### config.mk
export PLATFORM = sky130hd
export DESIGN_NAME = bdp_top
export DESIGN_NICKNAME = d
export VERILOG_FILES = /design/src/hw/bdp_pkg.sv /design/src/hw/bdp_step_if.sv /design/src/hw/bdp_stepper.sv /design/src/hw/bdp_phase_gen.sv /design/src/hw/bdp_top.sv
export SDC_FILE = /design/constraint.sdc
export NUM_CORES = 1
export LEC_CHECK = 0
export BUFFER_PORTS_ARGS = -buffer_cell sky130_fd_sc_hd__buf_4
export CORE_MARGIN = 5
export CORE_UTILIZATION = 55
export DETAILED_ROUTE_END_ITERATION = 16
export GPL_ROUTABILITY_DRIVEN = 0
export HOLD_SLACK_MARGIN = 0.08
export PLACE_DENSITY = 0.73
export SYNTH_ARGS = -nofsm -noshare
export SYNTH_HDL_FRONTEND = slang
export SYNTH_SLANG_ARGS = --single-unit
### constraint.sdc
create_clock -name clk_in -period 7.7 [get_ports clk_in]
set_input_delay 0 -clock clk_in [delete_from_list [all_inputs] [get_ports clk_in]]
set_output_delay 0 -clock clk_in [all_outputs]
set_load 0.01 [all_outputs]
### src/hw/bdp_pkg.sv
// Contract
// - Normal target from normal set point field
// - Standby high selects standby set point outside Sleep
// - Sleep mode selects sleep set point
// - Software set point changes ramp on a buck that is on; an off buck follows at once
// - Standby and turn-off ramps use step rate
// - Buck1 25 mV steps, 2-16 us intervals
// - Buck2/3 bit6 set doubles interval, 50 mV
// - Mask overcurrent while output is stepping
// - Phase field picks 0/90/180/270 degrees
// - Phase resets 0, 90, 180 degrees
// - Frequency field picks 1/2/4 MHz, 11 reserved
// - Phase and frequency chosen independently
// - Stage field resets to all stages on
// - Stage field enables paralleled power stages
// - Current limit scales with enabled stages
// - Turn-off: keep-on bucks sleep, others off
package bdp_pkg;
	localparam int CLK_NS = 5;
	localparam int DVS_BASE_NS = 2000;
	localparam int DVS_BASE_CYC = (DVS_BASE_NS + CLK_NS - 1) / CLK_NS;
	localparam int F1_NS = 1000;
	localparam int F2_NS = 500;
	localparam int F4_NS = 250;
	localparam logic [7:0] P1_CYC = 8'(F1_NS / CLK_NS);
	localparam logic [7:0] P2_CYC = 8'(F2_NS / CLK_NS);
	localparam logic [7:0] P4_CYC = 8'(F4_NS / CLK_NS);
	localparam int NB = 3;
	localparam int NS = 4;
	localparam logic BTN_IDLE = 1'b1;
	localparam logic [2:0] OFF_NORM = 3'h0;
	localparam logic [2:0] OFF_STBY = 3'h1;
	localparam logic [2:0] OFF_SLEEP = 3'h2;
	localparam logic [2:0] OFF_CONF = 3'h3;
	localparam logic [2:0] OFF_STG = 3'h4;
	localparam logic [2:0] OFF_STGB = 3'h5;
	localparam logic [2:0] OFF_LIVE = 3'h6;
	localparam logic [1:0] BLK_STATUS = 2'h3;
	localparam logic [6:0] SP_MASK1 = 7'h3f;
	localparam logic [6:0] SP_MASK = 7'h7f;
	localparam logic [6:0] SP_NORM_RST = 7'h20;
	localparam logic [6:0] SP_STBY_RST = 7'h18;
	localparam logic [6:0] SP_SLEEP_RST = 7'h10;
	localparam logic [1:0] RATE_RST = 2'h1;
	localparam logic [1:0] FREQ_RST = 2'h1;
	localparam logic [1:0] PH_0 = 2'h0;
	localparam logic [1:0] PH_90 = 2'h1;
	localparam logic [1:0] PH_180 = 2'h2;
	localparam logic [2:0] STG_1 = 3'h1;
	localparam logic [2:0] STG_3 = 3'h3;
	localparam logic [2:0] STG_5 = 3'h5;
	localparam logic [2:0] STG_ALL = 3'h7;
	localparam logic [6:0] PCT_1 = 7'h28;
	localparam logic [6:0] PCT_3 = 7'h50;
	localparam logic [6:0] PCT_5 = 7'h3c;
	localparam logic [6:0] PCT2_1 = 7'h26;
	localparam logic [6:0] PCT2_3 = 7'h4b;
	localparam logic [6:0] PCT2_5 = 7'h3f;
	localparam logic [6:0] PCT_ALL = 7'h64;
	typedef enum logic [0:0] {ST_NORMAL = 1'h0, ST_SLEEP = 1'h1} bdp_state_t;
	typedef enum logic [1:0] {FQ_1M = 2'h0, FQ_2M = 2'h1, FQ_4M = 2'h2, FQ_RSV = 2'h3} bdp_freq_t;
	// Percent of stages on; buck2 has its own split
	function automatic logic [6:0] bdp_pct(input logic [2:0] code, input logic narrow);
		logic [6:0] p;
		p = 7'h00;
		case (code)
			STG_1: p = narrow ? PCT2_1 : PCT_1;
			STG_3: p = narrow ? PCT2_3 : PCT_3;
			STG_5: p = narrow ? PCT2_5 : PCT_5;
			STG_ALL: p = PCT_ALL;
			default: p = 7'h00;
		endcase
		return p;
	endfunction
endpackage

### src/hw/bdp_step_if.sv
`timescale 1ns/1ps
`default_nettype none
interface bdp_step_if;
	logic [6:0] target;
	logic [6:0] setpoint;
	logic [1:0] rate;
	logic coarse;
	logic hold;
	logic busy;
	modport ctrl(output target, output rate, output coarse, output hold,
		input setpoint, input busy);
	modport step(input target, input rate, input coarse, input hold,
		output setpoint, output busy);
endinterface
`default_nettype wire

### src/hw/bdp_stepper.sv
`timescale 1ns/1ps
`default_nettype none
module bdp_stepper #(
	parameter int BASE_CYC = bdp_pkg::DVS_BASE_CYC
) (
	// Clock and reset
	input wire logic clk_in,
	input wire logic reset_in,
	// Control side
	bdp_step_if.step s
);
	import bdp_pkg::*;
	logic [15:0] cnt_q;
	logic [6:0] sp_q;
	logic [6:0] tgt_q;
	logic [15:0] lim;
	logic fire;
	// Coarse range doubles the interval
	assign lim = 16'(BASE_CYC) << ({1'b0, s.rate} + {2'h0, s.coarse});
	assign fire = (cnt_q == lim - 16'h0001) && (s.target == tgt_q);
	assign s.setpoint = sp_q;
	assign s.busy = (sp_q != s.target);
	// Track target so a mid-ramp change restarts the interval
	always_ff @(posedge clk_in) begin
		if (reset_in) begin
			tgt_q <= SP_NORM_RST;
		end else begin
			tgt_q <= s.target;
		end
	end
	// Interval counter
	always_ff @(posedge clk_in) begin
		if (reset_in) begin
			cnt_q <= 16'h0000;
		end else if (s.hold || !s.busy || s.target != tgt_q || fire) begin
			cnt_q <= 16'h0000;
		end else begin
			cnt_q <= cnt_q + 16'h0001;
		end
	end
	// One code per interval; an off regulator just follows
	always_ff @(posedge clk_in) begin
		if (reset_in) begin
			sp_q <= SP_NORM_RST;
		end else if (s.hold) begin
			sp_q <= s.target;
		end else if (fire && sp_q < s.target) begin
			sp_q <= sp_q + 7'h01;
		end else if (fire && sp_q > s.target) begin
			sp_q <= sp_q - 7'h01;
		end
	end
endmodule
`default_nettype wire

### src/hw/bdp_phase_gen.sv
`timescale 1ns/1ps
`default_nettype none
module bdp_phase_gen (
	// Clock and reset
	input wire logic clk_in,
	input wire logic reset_in,
	// Settings
	input wire logic [1:0] phase_in,
	input wire logic [1:0] freq_in,
	// Switching clock
	output logic clk_out
);
	import bdp_pkg::*;
	logic [7:0] cnt_q;
	logic [7:0] per;
	logic [7:0] off;
	logic [7:0] sh;
	// Period from frequency alone, offset is phase times a quarter of that period
	always_comb begin
		unique case (freq_in)
			FQ_1M: per = P1_CYC;
			FQ_2M: per = P2_CYC;
			FQ_4M: per = P4_CYC;
			FQ_RSV: per = P1_CYC;
		endcase
	end
	assign off = 8'((per >> 2) * {6'h00, phase_in});
	assign sh = (cnt_q >= off) ? cnt_q - off : 8'(cnt_q + per - off);
	// Free-running period counter; >= covers a shrinking period
	always_ff @(posedge clk_in) begin
		if (reset_in || cnt_q >= per - 8'h01) begin
			cnt_q <= 8'h00;
		end else begin
			cnt_q <= cnt_q + 8'h01;
		end
	end
	// Reserved code parks the clock low
	always_ff @(posedge clk_in) begin
		if (reset_in) begin
			clk_out <= 1'b0;
		end else begin
			clk_out <= (freq_in != FQ_RSV) && (sh < (per >> 1));
		end
	end
endmodule
`default_nettype wire

### src/hw/bdp_top.sv
// Design decisions made here: the register offsets and the strobed register port.
`timescale 1ns/1ps
`default_nettype none
module bdp_top #(
	parameter int DVS_BASE_CYCLES = bdp_pkg::DVS_BASE_CYC
) (
	// Clock and reset
	input wire logic clk_in,
	input wire logic reset_in,
	// Register port
	input wire logic [4:0] addr_in,
	input wire logic [7:0] wdata_in,
	input wire logic wr_in,
	input wire logic rd_in,
	output logic [7:0] rdata_out,
	// Pins from the processor and analog side
	input wire logic standby_in,
	input wire logic power_button_input_in,
	input wire logic [bdp_pkg::NB-1:0] ocp_in,
	// Regulator controls
	output logic [bdp_pkg::NB-1:0][6:0] setpoint_out,
	output logic [bdp_pkg::NB-1:0] reg_on_out,
	output logic sleep_mode_out,
	output logic [bdp_pkg::NB-1:0] ocp_fault_out,
	output logic [bdp_pkg::NB-1:0] sw_clk_out,
	// Power stages: buck1, buck2, buck3a, buck3b
	output logic [bdp_pkg::NS-1:0][2:0] stage_en_out,
	output logic [bdp_pkg::NS-1:0][6:0] ilim_pct_out
);
	import bdp_pkg::*;

	// Synchroniser stages for pins
	logic [NB+1:0] meta_q;
	logic [NB+1:0] sync_q;
	logic stby_s;
	logic btn_s;
	logic [NB-1:0] ocp_s;
	logic btn_prev_q;
	logic off_ev;
	logic on_ev;

	// Mode state
	bdp_state_t st_q;
	logic [NB-1:0] reg_on_q;

	// Software fields
	logic [6:0] norm_q [NB];
	logic [6:0] stby_q [NB];
	logic [6:0] sleep_q [NB];
	logic [1:0] rate_q [NB];
	logic [1:0] phase_q [NB];
	logic [1:0] freq_q [NB];
	logic [NB-1:0] keep_q;
	logic [2:0] stage_q [NS];

	// Per-regulator derived values
	logic [6:0] tgt [NB];
	logic [6:0] live [NB];
	logic [NB-1:0] busy;
	logic [NB-1:0] fault_q;
	logic [6:0] ilim_q [NS];
	logic [7:0] rdata_q;
	logic [7:0] rdata_d;
	logic [1:0] blk;
	logic [2:0] off;

	assign blk = addr_in[4:3];
	assign off = addr_in[2:0];

	// Two flops per pin before any logic looks at it
	always_ff @(posedge clk_in) begin
		if (reset_in) begin
			// Button bit starts released, so leaving reset is not a turn-off
			meta_q <= {{NB{1'b0}}, BTN_IDLE, 1'b0};
			sync_q <= {{NB{1'b0}}, BTN_IDLE, 1'b0};
		end else begin
			meta_q <= {ocp_in, power_button_input_in, standby_in};
			sync_q <= meta_q;
		end
	end

	assign stby_s = sync_q[0];
	assign btn_s = sync_q[1];
	assign ocp_s = sync_q[NB+1:2];

	// Button edge detect on the synchronised level
	always_ff @(posedge clk_in) begin
		if (reset_in) begin
			btn_prev_q <= BTN_IDLE;
		end else begin
			btn_prev_q <= btn_s;
		end
	end

	// Falling level is a turn-off request, rising is turn-on
	assign off_ev = btn_prev_q && !btn_s;
	assign on_ev = !btn_prev_q && btn_s;

	// Normal / Sleep mode
	always_ff @(posedge clk_in) begin
		if (reset_in) begin
			st_q <= ST_NORMAL;
		end else begin
			unique case (st_q)
				ST_NORMAL: begin
					if (off_ev) begin
						st_q <= ST_SLEEP;
					end
				end
				ST_SLEEP: begin
					if (on_ev) begin
						st_q <= ST_NORMAL;
					end
				end
			endcase
		end
	end

	// Keep-on regulators stay up in Sleep, the rest shut down
	always_ff @(posedge clk_in) begin
		if (reset_in) begin
			reg_on_q <= '1;
		end else if (st_q == ST_NORMAL && off_ev) begin
			reg_on_q <= keep_q;
		end else if (st_q == ST_SLEEP && on_ev) begin
			reg_on_q <= '1;
		end
	end

	// Set point fields; a powered-up regulator returns to its default
	always_ff @(posedge clk_in) begin
		if (reset_in) begin
			for (int i = 0; i < NB; i++) begin
				norm_q[i] <= SP_NORM_RST;
				stby_q[i] <= SP_STBY_RST;
				sleep_q[i] <= SP_SLEEP_RST;
			end
		end else begin
			for (int i = 0; i < NB; i++) begin
				if (st_q == ST_SLEEP && on_ev && !reg_on_q[i]) begin
					norm_q[i] <= SP_NORM_RST;
				end else if (wr_in && blk == 2'(i) && off == OFF_NORM) begin
					norm_q[i] <= wdata_in[6:0] & (i == 0 ? SP_MASK1 : SP_MASK);
				end
				if (wr_in && blk == 2'(i) && off == OFF_STBY) begin
					stby_q[i] <= wdata_in[6:0] & (i == 0 ? SP_MASK1 : SP_MASK);
				end
				if (wr_in && blk == 2'(i) && off == OFF_SLEEP) begin
					sleep_q[i] <= wdata_in[6:0] & (i == 0 ? SP_MASK1 : SP_MASK);
				end
			end
		end
	end

	// Config fields: rate [1:0], phase [3:2], freq [5:4], keep-on [6]
	always_ff @(posedge clk_in) begin
		if (reset_in) begin
			for (int i = 0; i < NB; i++) begin
				rate_q[i] <= RATE_RST;
				freq_q[i] <= FREQ_RST;
			end
			phase_q[0] <= PH_0;
			phase_q[1] <= PH_90;
			phase_q[2] <= PH_180;
			keep_q <= '1;
		end else begin
			for (int i = 0; i < NB; i++) begin
				if (wr_in && blk == 2'(i) && off == OFF_CONF) begin
					rate_q[i] <= wdata_in[1:0];
					phase_q[i] <= wdata_in[3:2];
					freq_q[i] <= wdata_in[5:4];
					keep_q[i] <= wdata_in[6];
				end
			end
		end
	end

	// Stage fields; bit0 is not forced, software keeps it set
	always_ff @(posedge clk_in) begin
		if (reset_in) begin
			for (int j = 0; j < NS; j++) begin
				stage_q[j] <= STG_ALL;
			end
		end else begin
			for (int i = 0; i < NB; i++) begin
				if (wr_in && blk == 2'(i) && off == OFF_STG) begin
					stage_q[i] <= wdata_in[2:0];
				end
			end
			if (wr_in && blk == 2'(NB - 1) && off == OFF_STGB) begin
				stage_q[NS-1] <= wdata_in[2:0];
			end
		end
	end

	// Current limit follows the stage fraction
	always_ff @(posedge clk_in) begin
		if (reset_in) begin
			for (int j = 0; j < NS; j++) begin
				ilim_q[j] <= PCT_ALL;
			end
		end else begin
			for (int j = 0; j < NS; j++) begin
				ilim_q[j] <= bdp_pct(stage_q[j], j == 1);
			end
		end
	end

	// Target priority: Sleep, then standby, then normal
	always_comb begin
		for (int i = 0; i < NB; i++) begin
			if (st_q == ST_SLEEP) begin
				tgt[i] = sleep_q[i];
			end else if (stby_s) begin
				tgt[i] = stby_q[i];
			end else begin
				tgt[i] = norm_q[i];
			end
		end
	end

	// Per-regulator stepper and switching clock
	for (genvar g = 0; g < NB; g++) begin : g_buck
		bdp_step_if u_if();
		assign u_if.target = tgt[g];
		assign u_if.rate = rate_q[g];
		assign u_if.coarse = (g != 0) && tgt[g][6];
		assign u_if.hold = !reg_on_q[g];
		assign live[g] = u_if.setpoint;
		assign busy[g] = u_if.busy;

		bdp_stepper #(
			.BASE_CYC(DVS_BASE_CYCLES)
		) u_step (
			.clk_in(clk_in),
			.reset_in(reset_in),
			.s(u_if)
		);

		bdp_phase_gen u_ph (
			.clk_in(clk_in),
			.reset_in(reset_in),
			.phase_in(phase_q[g]),
			.freq_in(freq_q[g]),
			.clk_out(sw_clk_out[g])
		);
	end

	// Overcurrent hidden while ramping, so a ramp never trips a fault
	always_ff @(posedge clk_in) begin
		if (reset_in) begin
			fault_q <= '0;
		end else begin
			fault_q <= ocp_s & ~busy & reg_on_q;
		end
	end

	// Read mux; unmapped addresses read zero
	always_comb begin
		rdata_d = 8'h00;
		if (blk == BLK_STATUS) begin
			if (off == 3'h0) begin
				rdata_d = {stby_s, st_q, reg_on_q, busy};
			end
		end else begin
			unique case (off)
				OFF_NORM: rdata_d = {1'b0, norm_q[blk]};
				OFF_STBY: rdata_d = {1'b0, stby_q[blk]};
				OFF_SLEEP: rdata_d = {1'b0, sleep_q[blk]};
				OFF_CONF: rdata_d = {1'b0, keep_q[blk], freq_q[blk],
					phase_q[blk], rate_q[blk]};
				OFF_STG: rdata_d = {5'h00, stage_q[blk]};
				OFF_STGB: rdata_d = (blk == 2'(NB - 1)) ? {5'h00, stage_q[NS-1]} : 8'h00;
				OFF_LIVE: rdata_d = {1'b0, live[blk]};
				default: rdata_d = 8'h00;
			endcase
		end
	end

	// Read data valid the cycle after the strobe only
	always_ff @(posedge clk_in) begin
		if (reset_in || !rd_in) begin
			rdata_q <= 8'h00;
		end else begin
			rdata_q <= rdata_d;
		end
	end

	// Output wiring, all from flops
	assign rdata_out = rdata_q;
	assign reg_on_out = reg_on_q;
	assign sleep_mode_out = (st_q == ST_SLEEP);
	assign ocp_fault_out = fault_q;
	always_comb begin
		for (int i = 0; i < NB; i++) begin
			setpoint_out[i] = live[i];
		end
		for (int j = 0; j < NS; j++) begin
			stage_en_out[j] = stage_q[j];
			ilim_pct_out[j] = ilim_q[j];
		end
	end
endmodule
`default_nettype wire

Yosys cells after proc, flatten, opt, wreduce, memory -nomap -nowiden:

Memories as Yosys holds them, arrays and structs flattened.
Cells that the tools add are included.

* memories kept: 8
* bits in registers: 146
* word-level logic and storage cells: 378
* bits of input ports: 22
* output and inout port bits: 79
* RAM bits: 121

Memories
* ilim_q: words 4, bits a word 7, rd ports 4, clocked after memory_dff 0, write ports 4, RTL line bdp_top.sv:61 `logic [6:0] ilim_q [NS];`
* norm_q: words 3, bits a word 7, rd ports 4, clocked after memory_dff 0, write ports 3, RTL line bdp_top.sv:47 `logic [6:0] norm_q [NB];`
* sleep_q: words 3, bits a word 7, rd ports 4, clocked after memory_dff 0, write ports 3, RTL line bdp_top.sv:49 `logic [6:0] sleep_q [NB];`
* stby_q: words 3, bits a word 7, rd ports 4, clocked after memory_dff 0, write ports 3, RTL line bdp_top.sv:48 `logic [6:0] stby_q [NB];`
* stage_q: words 4, bits a word 3, rd ports 5, clocked after memory_dff 0, write ports 4, RTL line bdp_top.sv:54 `logic [2:0] stage_q [NS];`
* freq_q: words 3, bits a word 2, rd ports 4, clocked after memory_dff 0, write ports 3, RTL line bdp_top.sv:52 `logic [1:0] freq_q [NB];`
* 2 more memories

* bitwise logic cells: 34
* equal/unequal tests: 52
* add/sub/neg operators: 29
* muxes and demuxes: 135
* shifts and indexed selects: 3
* order comparisons: 17
* multipliers: 3
* reduce and logical (&&, ||, !) cells: 72

Operators by type and width (number)
* $mux W7: 37
* $pmux W7 S4: 4
* $pmux W8 S3: 3
* $mux W1: 66
* $pmux W7 S7: 1
* $add A16 B1 Y16 const B: 3
* $eq A16 B16 Y1: 3
* $ge A8 B8 Y1: 6
* $sub A16 B1 Y16 const B: 3
* $sub A8 B8 Y8: 6
* $ne A7 B7 Y1: 6
* $mux W8: 5
* $logic_and A1 B1 Y1: 38
* $eq A3 B3 Y1 const B: 11
* $shl A9 B3 Y16 const A: 2
* $or A1 B1 Y1: 29
* $add A8 B1 Y8 const B: 3
* $add A8 B8 Y8: 3
* $lt A8 B7 Y1: 3
* $mul A6 B2 Y8: 3
* $sub A8 B1 Y8 const B: 3
* $add A7 B1 Y7 const B: 3
* $eq A7 B7 Y1: 3
* $gt A7 B7 Y1: 3
* other kinds (27): 98

Longest topological paths before layout:

Gate-level depths: netlist of the first run.
An unclocked memory read counts as a cell.

* word-level depth: 12
* depth in mapped cells: 28
* gate-level depth less buffers: 26

Cells and area by module:

From an unflattened synthesis of the first run, not the netlist that was laid out.

* cell total of the unflattened synthesis: 2076
* area, all modules: 19044.5 um^2

By module, submodules not included
* bdp_top: times used 1, area each 6693.9 um^2, seq. area each 3683.5 um^2, cells each 603
* bdp_stepper at g_buck[2].u_step: times used 1, area each 2461.1 um^2, seq. area each 600.6 um^2, cells each 305
* bdp_stepper at g_buck[0].u_step: times used 1, area each 2319.7 um^2, seq. area each 600.6 um^2, cells each 285
* bdp_stepper at g_buck[1].u_step: times used 1, area each 2259.7 um^2, seq. area each 600.6 um^2, cells each 272
* bdp_phase_gen at g_buck[1].u_ph: times used 1, area each 1803.0 um^2, seq. area each 180.2 um^2, cells each 208
* bdp_phase_gen at g_buck[0].u_ph: times used 1, area each 1774.2 um^2, seq. area each 180.2 um^2, cells each 203
* bdp_phase_gen at g_buck[2].u_ph: times used 1, area each 1732.9 um^2, seq. area each 180.2 um^2, cells each 200

Worst setup path before layout of the first run:

No wires, ideal clock.

* path kind: reg2reg
* from: reg st_q (netlist: sleep_mode_out)
* to: reg g_buck[2].u_step.sp_q[6]
* data required time: 7568 ps
* arrival: 5978 ps
* setup slack: 1590 ps
* period minus slack after synthesis: 6110 ps
* stages on the path, launching flop included: 27
* cell sequence: dfxtp_1 buf_2 buf_2 clkbuf_1 clkbuf_1 o21a_1 inv_1 ha_1 inv_1 fa_1 clkbuf_1 and4b_1 xnor3_1 a31oi_1 nand2_1 or4_1 clkbuf_1 nand3b_1 fa_1 a21o_1 a21oi_1 o21bai_1 a21oi_1 xnor2_1 o31a_1 nor3_1 a211oi_1

* cells in the longest elaborated chain, start to end: 9

Ends and longest elaborated chain
* start, declared: RTL line bdp_top.sv:43 `bdp_state_t st_q;`
* start signal, assigned: RTL line bdp_top.sv:102 `st_q <= ST_NORMAL;`
* start signal, assigned: RTL line bdp_top.sv:107 `st_q <= ST_SLEEP;`
* start signal, assigned: RTL line bdp_top.sv:112 `st_q <= ST_NORMAL;`
* $mux W7 *: RTL line bdp_top.sv:212 `if (st_q == ST_SLEEP) begin`
* via g_buck[2].u_if.target[6]: RTL line bdp_step_if.sv:4 `logic [6:0] target;`
* $add A2 B1 Y3: RTL line bdp_stepper.sv:19 `assign lim = 16'(BASE_CYC) << ({1'b0, s.rate} + {2'h0, s.coarse});`
* $shl A9 B3 Y16: RTL line bdp_stepper.sv:19
* $sub A16 B1 Y16: RTL line bdp_stepper.sv:20 `assign fire = (cnt_q == lim - 16'h0001) && (s.target == tgt_q);`
* $eq A16 B16 Y1: RTL line bdp_stepper.sv:20
* $logic_and A1 B1 Y1: RTL line bdp_stepper.sv:20
* $logic_and A1 B1 Y1: RTL line bdp_stepper.sv:47 `end else if (fire && sp_q < s.target) begin`
* $mux W7: RTL line bdp_stepper.sv:47
* $mux W7: RTL line bdp_stepper.sv:45 `end else if (s.hold) begin`
* end signal, assigned: RTL line bdp_stepper.sv:46 `sp_q <= s.target;`
* end signal, assigned: RTL line bdp_stepper.sv:48 `sp_q <= sp_q + 7'h01;`
* end signal, assigned: RTL line bdp_stepper.sv:50 `sp_q <= sp_q - 7'h01;`
* end, declared: RTL line bdp_stepper.sv:14 `logic [6:0] sp_q;`

Mark *: on every way through the listed nets, which the timed path passes. The rest lies on a longest branch.
A chain may end at the register's enable or synchronous reset.

Final worst setup path of the first run:

Same ends and word-level chain as after synthesis.

==> flow_summary.json, run 1 <==
{
  "yosysTopAreaCell": "dfxtp_1",
  "die_y_um": 190,
  "fin_nets": 2259,
  "dieWidth_um": 190,
  "ys_top_cells_by_count": "nor2_1, ha_1, dfxtp_1",
  "setup_viol": 0,
  "hold_slack_ns": 0.126,
  "cts_buffers": 29,
  "yosysWarnings": 0,
  "clkPwrFrac_pct": 36.3,
  "cts-root-buf": "clkbuf_16",
  "fill_cells": 2695,
  "ant_nets": 0,
  "min_path_type": "input pin to register",
  "cp-end-kind": "register",
  "clk_pin_slew_ns": 0.07,
  "crit_required_ns": 8.12,
  "fin_skew_ns": 0.0314,
  "fin_tns_setup_ns": 0,
  "wl_per_cell_um": 18.2,
  "clock_latency_ns": 0.56,
  "synth-seq-area-share_pct": 33.8,
  "critical_path_class": "register to register",
  "first_pass_iters": 6,
  "ff2ff_setup_slack_ns": 1.23,
  "cp_num_buf_inv": 3,
  "core-area_um2": 31700,
  "critPathSlowestCell": "dfxtp_2",
  "synth_edf_count": 90,
  "synth_top_area_share_pct": 18.6,
  "synthAdderAreaFrac_pct": 15.4,
  "crit_fanout": 45,
  "drc": 0,
  "ir_drop_mv": 0.185,
  "synthFlopType": "dfxtp_1",
  "ys_types": 80,
  "slew_headroom_pct": 20.2,
  "start_kind": "register",
  "min_period_ns": 6.47,
  "diodes": 0,
  "drive_gt1_share_pct": 10.1,
  "status": "finished, final reports clean",
  "leakagePower_nw": 8.61,
  "powerDensity_nw_per_um2": 211,
  "power_mw": 4.23,
  "fin_area_um2": 20100,
  "ioPinCount": 101,
  "crit_family": "adder cells",
  "final_util_pct": 63.2,
  "dp_hpwl_mm": 34.0,
  "post-route-period-util_pct": 84.0,
  "synthesis.area_um2": 17800,
  "cts_tree": "yes",
  "synthXorXnorAreaFrac_pct": 7.50,
  "start_util_pct": 56.1,
  "initialDrtViolationCount": 1082,
  "place_inst": 2383,
  "synthMostInstantiatedCell": "nor2_1",
  "instances_no_fill": 2462,
  "async_reset_ff_share_pct": 0,
  "cts_max_level": 1,
  "yosys-top-cells-area": "dfxtp_1, edfxtp_1, ha_1",
  "p_int_mw": 2.94,
  "grt_pass1_wl_mm": 72.5,
  "synth_compound_area_share_pct": 13.4,
  "yosys_register_bits": 255,
  "slowest_delay_ns": 0.80,
  "wirelength_mm": 44.7,
  "die-area_um2": 36000,
  "antenna_found_initial": 1,
  "crit_chain": "buf_4, o21a_1, inv_1, ha_1, inv_1, fa_1, and4b_1, xnor3_1, a31oi_1, nand2_1, or4_1, nand3b_1, fa_1, a21o_1, a21oi_1, o21bai_1, a21oi_1, xnor2_1, o31a_1, nor3_1, a211oi_1",
  "synthMuxAreaShare_pct": 5.05,
  "seqPwrFrac_pct": 35.9,
  "synth_cells": 1947,
  "clock_sinks": 255,
  "grt_overflow": 0,
  "slew_viol_final": 0,
  "synthSimpleGateAreaFrac_pct": 19.4,
  "power_frac_comb_pct": 27.8,
  "maxCapViolCount": 0,
  "fin_ws_ns": 1.23,
  "rows": 65,
  "tightest_slew_ns": 1.18,
  "clock_path_buffers": 3,
  "post_dp_cell_area_um2": 18700,
  "cts_resized": 0,
  "io_buffers": 93,
  "vias": 14300,
  "place_worst_setup_slack_ns": 1.31,
  "hold_viol": 0,
  "max_clock_freq_mhz": 155,
  "switchingPower_mw": 1.30,
  "rsz0062_at_grt": "no",
  "arrival_ns": 6.89,
  "synth_top_family_by_area": "simple AND/OR/NAND/NOR gates",
  "syn_avg_cell_area_um2": 9.14,
  "grt_max_degree": 56,
  "viasPerCell": 5.80,
  "track_usage_pct": 24.4,
  "swShare_pct": 30.6,
  "grt_pass1_vias": 14100,
  "syn_to_final_growth_pct": 12.8
}
## metal layers
metal | share of wire [%] | GRT usage (%) | wire, µm | vias up
met5 | 0.027 | 0 | 12 | -
met4 | 3.6 | 8.15 | 1630 | 2
met3 | 6.5 | 4.02 | 2890 | 113
met2 | 47 | 41.4 | 21100 | 448
met1 | 43 | 31.8 | 19100 | 6780
li1 | - | - | - | 6941
## worst paths after layout
check                  from                              to  cells past startpoint
max          sleep_mode_out  g_buck[2].u_step.s.setpoint[6]                     21
max reg2reg  sleep_mode_out  g_buck[2].u_step.s.setpoint[6]                     21
min reg2reg       sync_q[3]                ocp_fault_out[1]                      2
min              addr_in[4]                    rdata_out[7]                      3
## flip-flops by register name (all words and copies together) (netlist names), 8 cells and up
signal	count
g_buck.u_ph.cnt_q	24
g_buck.u_step.tgt_q	20
g_buck.u_step.cnt_q	48
rdata_out	8
ilim_q	20
norm_q	20
stage_q	12
stby_q	20
sleep_q	20
g_buck.u_step.s.setpoint	21
## power groups by stage
| stage | Clock [mW] | Combinational [mW] | Sequential, mW |
|---|---|---|---|
| 2_1_floorplan | 0 | 0.886 | 1.53 |
| 3_3_place_gp | 0 | 1.11 | 1.55 |
| 3_5_place_dp | 0 | 1.15 | 1.55 |
| 4_1_cts | 1.56 | 1.17 | 1.52 |
| 5_1_grt | 1.62 | 1.34 | 1.53 |
| 6_report | 1.54 | 1.18 | 1.52 |
## layout make-up
| class | count | area (µm²) | share of cell area (%) |
|---|---|---|---|
| inverter | 164 | 616 | 3.07 |
| clock inverter | 17 | 254 | 1.27 |
| timing repair buffer | 126 | 1010 | 5.03 |
| sequential | 255 | 6010 | 30.0 |
| clock buffer | 37 | 827 | 4.12 |
| multi-input combinational | 1461 | 10800 | 54.1 |
| tap | 402 | 503 | 2.51 |
## worst register-to-register path: cells and delay by family, from the launching register on
| kind | cells | cell delay [ns] |
|---|---|---|
| simple gates | 5 | 1.59 |
| fa+ha+maj | 3 | 1.58 |
| compound gates | 8 | 1.48 |
| flops | 1 | 0.80 |
| buf+inv | 3 | 0.58 |
| xor+xnor | 2 | 0.33 |
## cell families after synthesis
family                   after synthesis
XOR/XNOR                             146
buffers and inverters                238
AO/OA/AOI/OAI                        370
AND/OR/NAND/NOR                      658
other                                  2
multiplexers                          78
flip-flops                           255
adder cells (fa/ha/maj)              200
## cells in the final DEF, fill, tap and decap left out, types with 11 or more instances in the layout
cell type        n
nand3_1         45
ha_1           168
xor2_1          56
a21o_1          49
o211ai_1        15
nor2_1         186
nor3_1          23
inv_1          162
buf_4          101
o21bai_1        22
dlygate4sd3_1   25
mux2i_1         51
or2_2           19
o21a_1          17
dfxtp_1        164
edfxtp_1        90
xnor2_1         86
nor4_1          11
nand2_1        100
a211oi_1        20
o21ai_0         63
clkbuf_16       30
mux2_2          15
nand4_1         25
nor2b_1         68
and2_1          54
or3_1           11
fa_1            32
and3_1          22
a21oi_1        113
nand2b_1        46
a211o_1         19
## timing repair
item | 4_1_cts | 5_1_grt
hold endpoints to repair | 140 | 0
setup buffers | 0 | 0
hold buffers | 25 | 0
No activity file was read; power rests on OpenSTA's default activity.
==> run 2, diff against run 1 <==
- clock period: 7.7 -> 6.1 ns (I/O delays scaled with it)
==> run 2 against run 1 <==
Fmax is 12% higher. Global-route usage increased by 0.39 points. Sequential share of layout area up 0.31 points. Sequential power is 26% higher. Register-to-register slack lost 0.89 ns. Non-clock buffer count fell by 3. Via count hardly changed. Critical path depth rose by 4. Clock power increased by 6%. Cell count barely moved. Critical endpoint unchanged. Highest routed layer is now met4.
==> flow_summary.json, run 2 (synthesis results as in run 1) <==
{
  "critPathSlowestCell": "or4_4",
  "status": "finished, final reports clean",
  "cts-root-buf": "clkbuf_16",
  "fin_tns_setup_ns": 0,
  "critical_path_class": "register to register",
  "initialDrtViolationCount": 1068,
  "wirelength_mm": 45.6,
  "drive_gt1_share_pct": 10.5,
  "slew_headroom_pct": 21.1,
  "start_util_pct": 56.1,
  "hold_viol": 0,
  "crit_fanout": 8,
  "dp_hpwl_mm": 34.8,
  "cts_buffers": 29,
  "hold_slack_ns": 0.107,
  "clock_sinks": 255,
  "clk_pin_slew_ns": 0.06,
  "leakagePower_nw": 8.49,
  "grt_pass1_vias": 14000,
  "min_path_type": "input pin to register",
  "cp-end-kind": "register",
  "rows": 65,
  "first_pass_iters": 5,
  "drc": 0,
  "die-area_um2": 36000,
  "syn_to_final_growth_pct": 11.6,
  "ir_drop_mv": 0.206,
  "fill_cells": 2652,
  "track_usage_pct": 24.8,
  "cp_num_buf_inv": 3,
  "vias": 14300,
  "arrival_ns": 6.17,
  "fin_nets": 2256,
  "antenna_found_initial": 0,
  "slew_viol_final": 0,
  "clock_path_buffers": 3,
  "core-area_um2": 31700,
  "fin_area_um2": 19800,
  "wl_per_cell_um": 18.5,
  "crit_family": "adder cells",
  "instances_no_fill": 2460,
  "post_dp_cell_area_um2": 18700,
  "tightest_slew_ns": 1.17,
  "start_kind": "register",
  "powerDensity_nw_per_um2": 254,
  "max_clock_freq_mhz": 174,
  "crit_top_cell": "ha_1",
  "maxCapViolCount": 0,
  "min_period_ns": 5.76,
  "post-route-period-util_pct": 94.5,
  "viasPerCell": 5.81,
  "ant_nets": 0,
  "top_register": "g_buck.u_step.cnt_q",
  "ioPinCount": 101,
  "clock_latency_ns": 0.56,
  "final_common_cell": "nor2_1",
  "grt_pass1_wl_mm": 73.4,
  "io_buffers": 93,
  "slowest_delay_ns": 0.59,
  "final_cell_mix": "nor2_1, ha_1, dfxtp_1, inv_1, a21oi_1",
  "setup_viol": 0,
  "cts_max_level": 1,
  "crit_required_ns": 6.51,
  "largest_reg_flops": 48,
  "grt_overflow": 0,
  "die_y_um": 190,
  "grt_max_degree": 68,
  "fin_skew_ns": 0.0101,
  "place_inst": 2384,
  "dieWidth_um": 190,
  "cts_tree": "yes"
}
## run 2: cell types whose count changed in the layout (fill, tap and decap cells not counted), sizes merged
cell         previous run  this run
dlygate4sd3            25        18
bufinv                  6         0
buf                   101       105
clkinvlp                0         4
clkinv                  9        11
diode                   0         1
## run 2: worst reg2reg max path: cells and delay by family (launching register included)
kind            cells  cell delay (ns)
compound gates      8             1.44
xor+xnor            2             0.31
fa+ha+maj           5             1.44
flops               1             0.43
buf+inv             3             0.36
mux                 1             0.31
simple gates        6             1.36
## run 2: cell type report
cell class                 count  area (µm²)  share of cell area (%)
antenna                        1        2.50                  0.0126
clock buffer                  37         779                    3.93
clock inverter                17         100                   0.504
inverter                     164         616                    3.10
multi-input combinational   1461       10900                    54.8
sequential                   255        6010                    30.3
tap                          402         503                    2.53
timing repair buffer         123         968                    4.88
## run 2: worst paths after layout
check | cells past startpoint | slack [ns] | from | to
max | 25 | 0.34 | sync_q[0] | g_buck[2].u_step.s.setpoint[6]
min | 3 | 0.11 | addr_in[3] | rdata_out[7]
max reg2reg | 25 | 0.34 | sync_q[0] | g_buck[2].u_step.s.setpoint[6]
min reg2reg | 2 | 0.41 | sync_q[3] | ocp_fault_out[1]
## run 2: through the flow
step	worst slack (ns)	total power, mW	utilization (%)
after global routing	-0.0208	5.35	62.6
final	0.338	5.05	62.6
after global placement	0.351	3.36	59.1
after floorplan	0.0699	3.04	-
after detailed placement	0.163	3.42	59.1
after CTS	0.149	5.06	62.4
## run 2: layer usage
metal	track usage [%]	share of wire, %
met5	0	0
met4	7.85	3.3
met3	3.05	6.2
met2	42.9	48
met1	32.5	43
## run 2: power by group
group | leakage (nW) | internal, mW | switching [mW]
clock network | 0.429 | 0.904 | 0.725
registers | 2.22 | 1.84 | 0.0827
logic | 5.84 | 0.659 | 0.838
## run 2: timing repair
item,4_1_cts,5_1_grt
endpoints found under the setup margin,0,2
resized for setup,0,7
hold buffers,18,0
setup buffers,0,3
endpoints found under the hold margin,136,0
==> run 3, diff against run 2 <==
- SYNTH_HIERARCHICAL: default -> 1
==> run 3 against run 2 <==
Cell count is 7.1% higher. Critical path depth fell by 3. Global-route usage decreased by 0.98 points. Register-to-register slack improved by 0.14 ns. Synthesized area grew 7.1%. Largest cell class unchanged. Core utilization shrank 1.2 points. Die area rose by 6.7%. Largest power group unchanged. Combinational power increased by 13%.
==> flow_summary.json, run 3 <==
{
  "status": "finished, final reports clean",
  "yosysWarnings": 6,
  "critical_path_class": "register to register",
  "ioPinCount": 101,
  "final_util_pct": 61.4,
  "leakagePower_nw": 8.69,
  "top_regs": "g_buck.u_step/cnt_q: 48 flops, g_buck.u_ph/cnt_q: 24 flops",
  "drive_gt1_share_pct": 10.4,
  "cts_tree": "yes",
  "ant_nets": 0,
  "syn_to_final_growth_pct": 10.7,
  "clk_pin_slew_ns": 0.06,
  "core-area_um2": 34400,
  "wl_per_cell_um": 17.9,
  "largest_reg_flops": 48,
  "synthFlopType": "dfxtp_1",
  "dp_hpwl_mm": 35.5,
  "die-area_um2": 38400,
  "synthMostInstantiatedCell": "nor2_1",
  "synth-seq-area-share_pct": 31.6,
  "grt_overflow": 0,
  "track_usage_pct": 23.8,
  "fill_cells": 2911,
  "clock_latency_ns": 0.55,
  "min_period_ns": 5.62,
  "grt_pass1_wl_mm": 76.8,
  "hold_viol": 0,
  "powerDensity_nw_per_um2": 252,
  "maxCapViolCount": 0,
  "io_buffers": 93,
  "synthesis.area_um2": 19000,
  "tightest_slew_ns": 1.13,
  "cts_max_level": 1,
  "die_y_um": 196,
  "ys_types": 118,
  "synth_top_area_share_pct": 17.4,
  "rsz0062_at_grt": "no",
  "ys_top_cells_by_count": "nor2_1, ha_1, dfxtp_1",
  "min_path_type": "input pin to register",
  "final_common_cell": "nor2_1",
  "diodes": 0,
  "start_util_pct": 55.4,
  "first_pass_iters": 6,
  "async_reset_ff_share_pct": 0,
  "setup_viol": 0,
  "arrival_ns": 6.06,
  "initialDrtViolationCount": 1404,
  "seq_area_um2": 6030,
  "fin_tns_setup_ns": 0,
  "synth_cells": 2076,
  "clock_path_buffers": 3,
  "yosys-top-cells-area": "dfxtp_1, edfxtp_1, ha_1",
  "syn_avg_cell_area_um2": 9.17,
  "viasPerCell": 5.88,
  "yosysTopAreaCell": "dfxtp_1",
  "cts_buffers": 29,
  "final_cell_mix": "nor2_1, ha_1, dfxtp_1, nand2_1",
  "synth_edf_count": 90,
  "fin_skew_ns": 0.00939,
  "post-route-period-util_pct": 92.1,
  "clock_sinks": 256,
  "cp-end-kind": "register",
  "rows": 68,
  "postCtsSetupBuffers": 0,
  "fin_nets": 2381,
  "start_kind": "register",
  "slew_headroom_pct": 23.7,
  "grt_max_degree": 62,
  "multi_input_area_um2": 12200,
  "dieWidth_um": 196,
  "yosys_register_bits": 256,
  "antenna_found_initial": 1,
  "drc": 0,
  "cts-root-buf": "clkbuf_16",
  "slew_viol_final": 0,
  "crit_fanout": 8,
  "vias": 15500,
  "grt_pass1_vias": 15000,
  "top_register": "g_buck.u_step/cnt_q",
  "crit_required_ns": 6.54,
  "wirelength_mm": 47.1,
  "max_clock_freq_mhz": 178,
  "ir_drop_mv": 0.328
}
-- run 3: changes by cell type in the layout (fill, tap and decap cells not counted), moves of 8 or more --
cell,before,now
xor2_1,56,87
a211o_1,19,9
a22oi_1,1,10
inv_1,162,105
nor2b_1,68,50
mux2i_1,50,74
nand2_1,100,134
o21ai_0,63,86
ha_1,166,174
mux2_2,15,3
a211oi_1,20,30
nor3_1,23,46
a21oi_1,113,99
-- run 3: layer usage --
layer	track usage (%)	routed length (µm)	vias up
met2	39.6	21900	494
met5	0	13	-
met4	7.63	1640	2
met3	4.34	3310	125
li1	-	-	7547
met1	31.6	20300	7334
-- run 3: stage by stage --
step                power, mW  instance area [µm²]  std cells  hold WS (ns)  worst slack [ns]
floorplan                3.24                19100       2085         0.104             0.617
global placement         3.56                19900       2558         0.185             0.536
detailed placement       3.61                19900       2558         0.190             0.325
CTS                      5.33                21100       2635         0.127             0.283
global route             5.64                21100       2635         0.184            0.0888
finish                   5.32                21100       2635         0.151             0.481
-- run 3: critical path, stage by stage, from the launching register on --
cell	delay (ns)
dfxtp_1	0.41
mux2i_1	0.10
o21ai_1	0.43
ha_1	0.31
xor2_2	0.37
inv_1	0.15
ha_1	0.29
nand2_1	0.13
ha_1	0.22
xor2_1	0.20
xnor2_1	0.11
or4_1	0.50
nor3_1	0.26
and3_1	0.25
nand2_1	0.19
fa_1	0.45
a21o_1	0.17
a21oi_1	0.21
o21bai_1	0.10
a21oi_1	0.17
xnor3_1	0.15
nor2_1	0.04
mux2_1	0.30
-- run 3: report_power, final --
| part | switching (mW) | internal, mW | total (mW) |
|---|---|---|---|
| Sequential | 0.0725 | 1.84 | 1.92 |
| Combinational | 0.946 | 0.747 | 1.69 |
| Clock | 0.715 | 0.995 | 1.71 |
-- run 3: cell type report --
| class | count | share of cell area, % |
|---|---|---|
| repair buffers | 129 | 4.88 |
| clock buffers | 34 | 3.53 |
| clock inverters | 19 | 0.819 |
| multi-input cells | 1637 | 57.6 |
| flip-flops and latches | 256 | 28.6 |
| well taps | 455 | 2.70 |
| inverters | 105 | 1.87 |
-- run 3: path summary, 6_finish.rpt --
kind                                 start                             end  slack (ns)  cells past startpoint
worst max-delay path             sync_q[0]  g_buck[2].u_step/s.setpoint[6]        0.48                     22
worst min-delay path            addr_in[4]                    rdata_out[1]        0.15                      3
worst min register to register   meta_q[1]                       sync_q[1]        0.41                      1
worst max register to register   sync_q[0]  g_buck[2].u_step/s.setpoint[6]        0.48                     22
-- run 3: logic make-up after synthesis --
| group | share of synthesized area, % |
|---|---|
| buf+inv | 4.75 |
| other cells | 0.0788 |
| compound gates | 15.7 |
| fa+ha+maj | 14.3 |
| flops | 31.6 |
| mux | 4.86 |
| xor+xnor | 8.09 |
| simple gates | 20.6 |
-- run 3: what timing repair did --
| item | in CTS | in global routing |
|---|---|---|
| endpoints found under the setup margin | 0 | 3 |
| endpoints found under the hold margin | 124 | 0 |
| gates resized for setup | 0 | 3 |
| hold buffers | 24 | 0 |
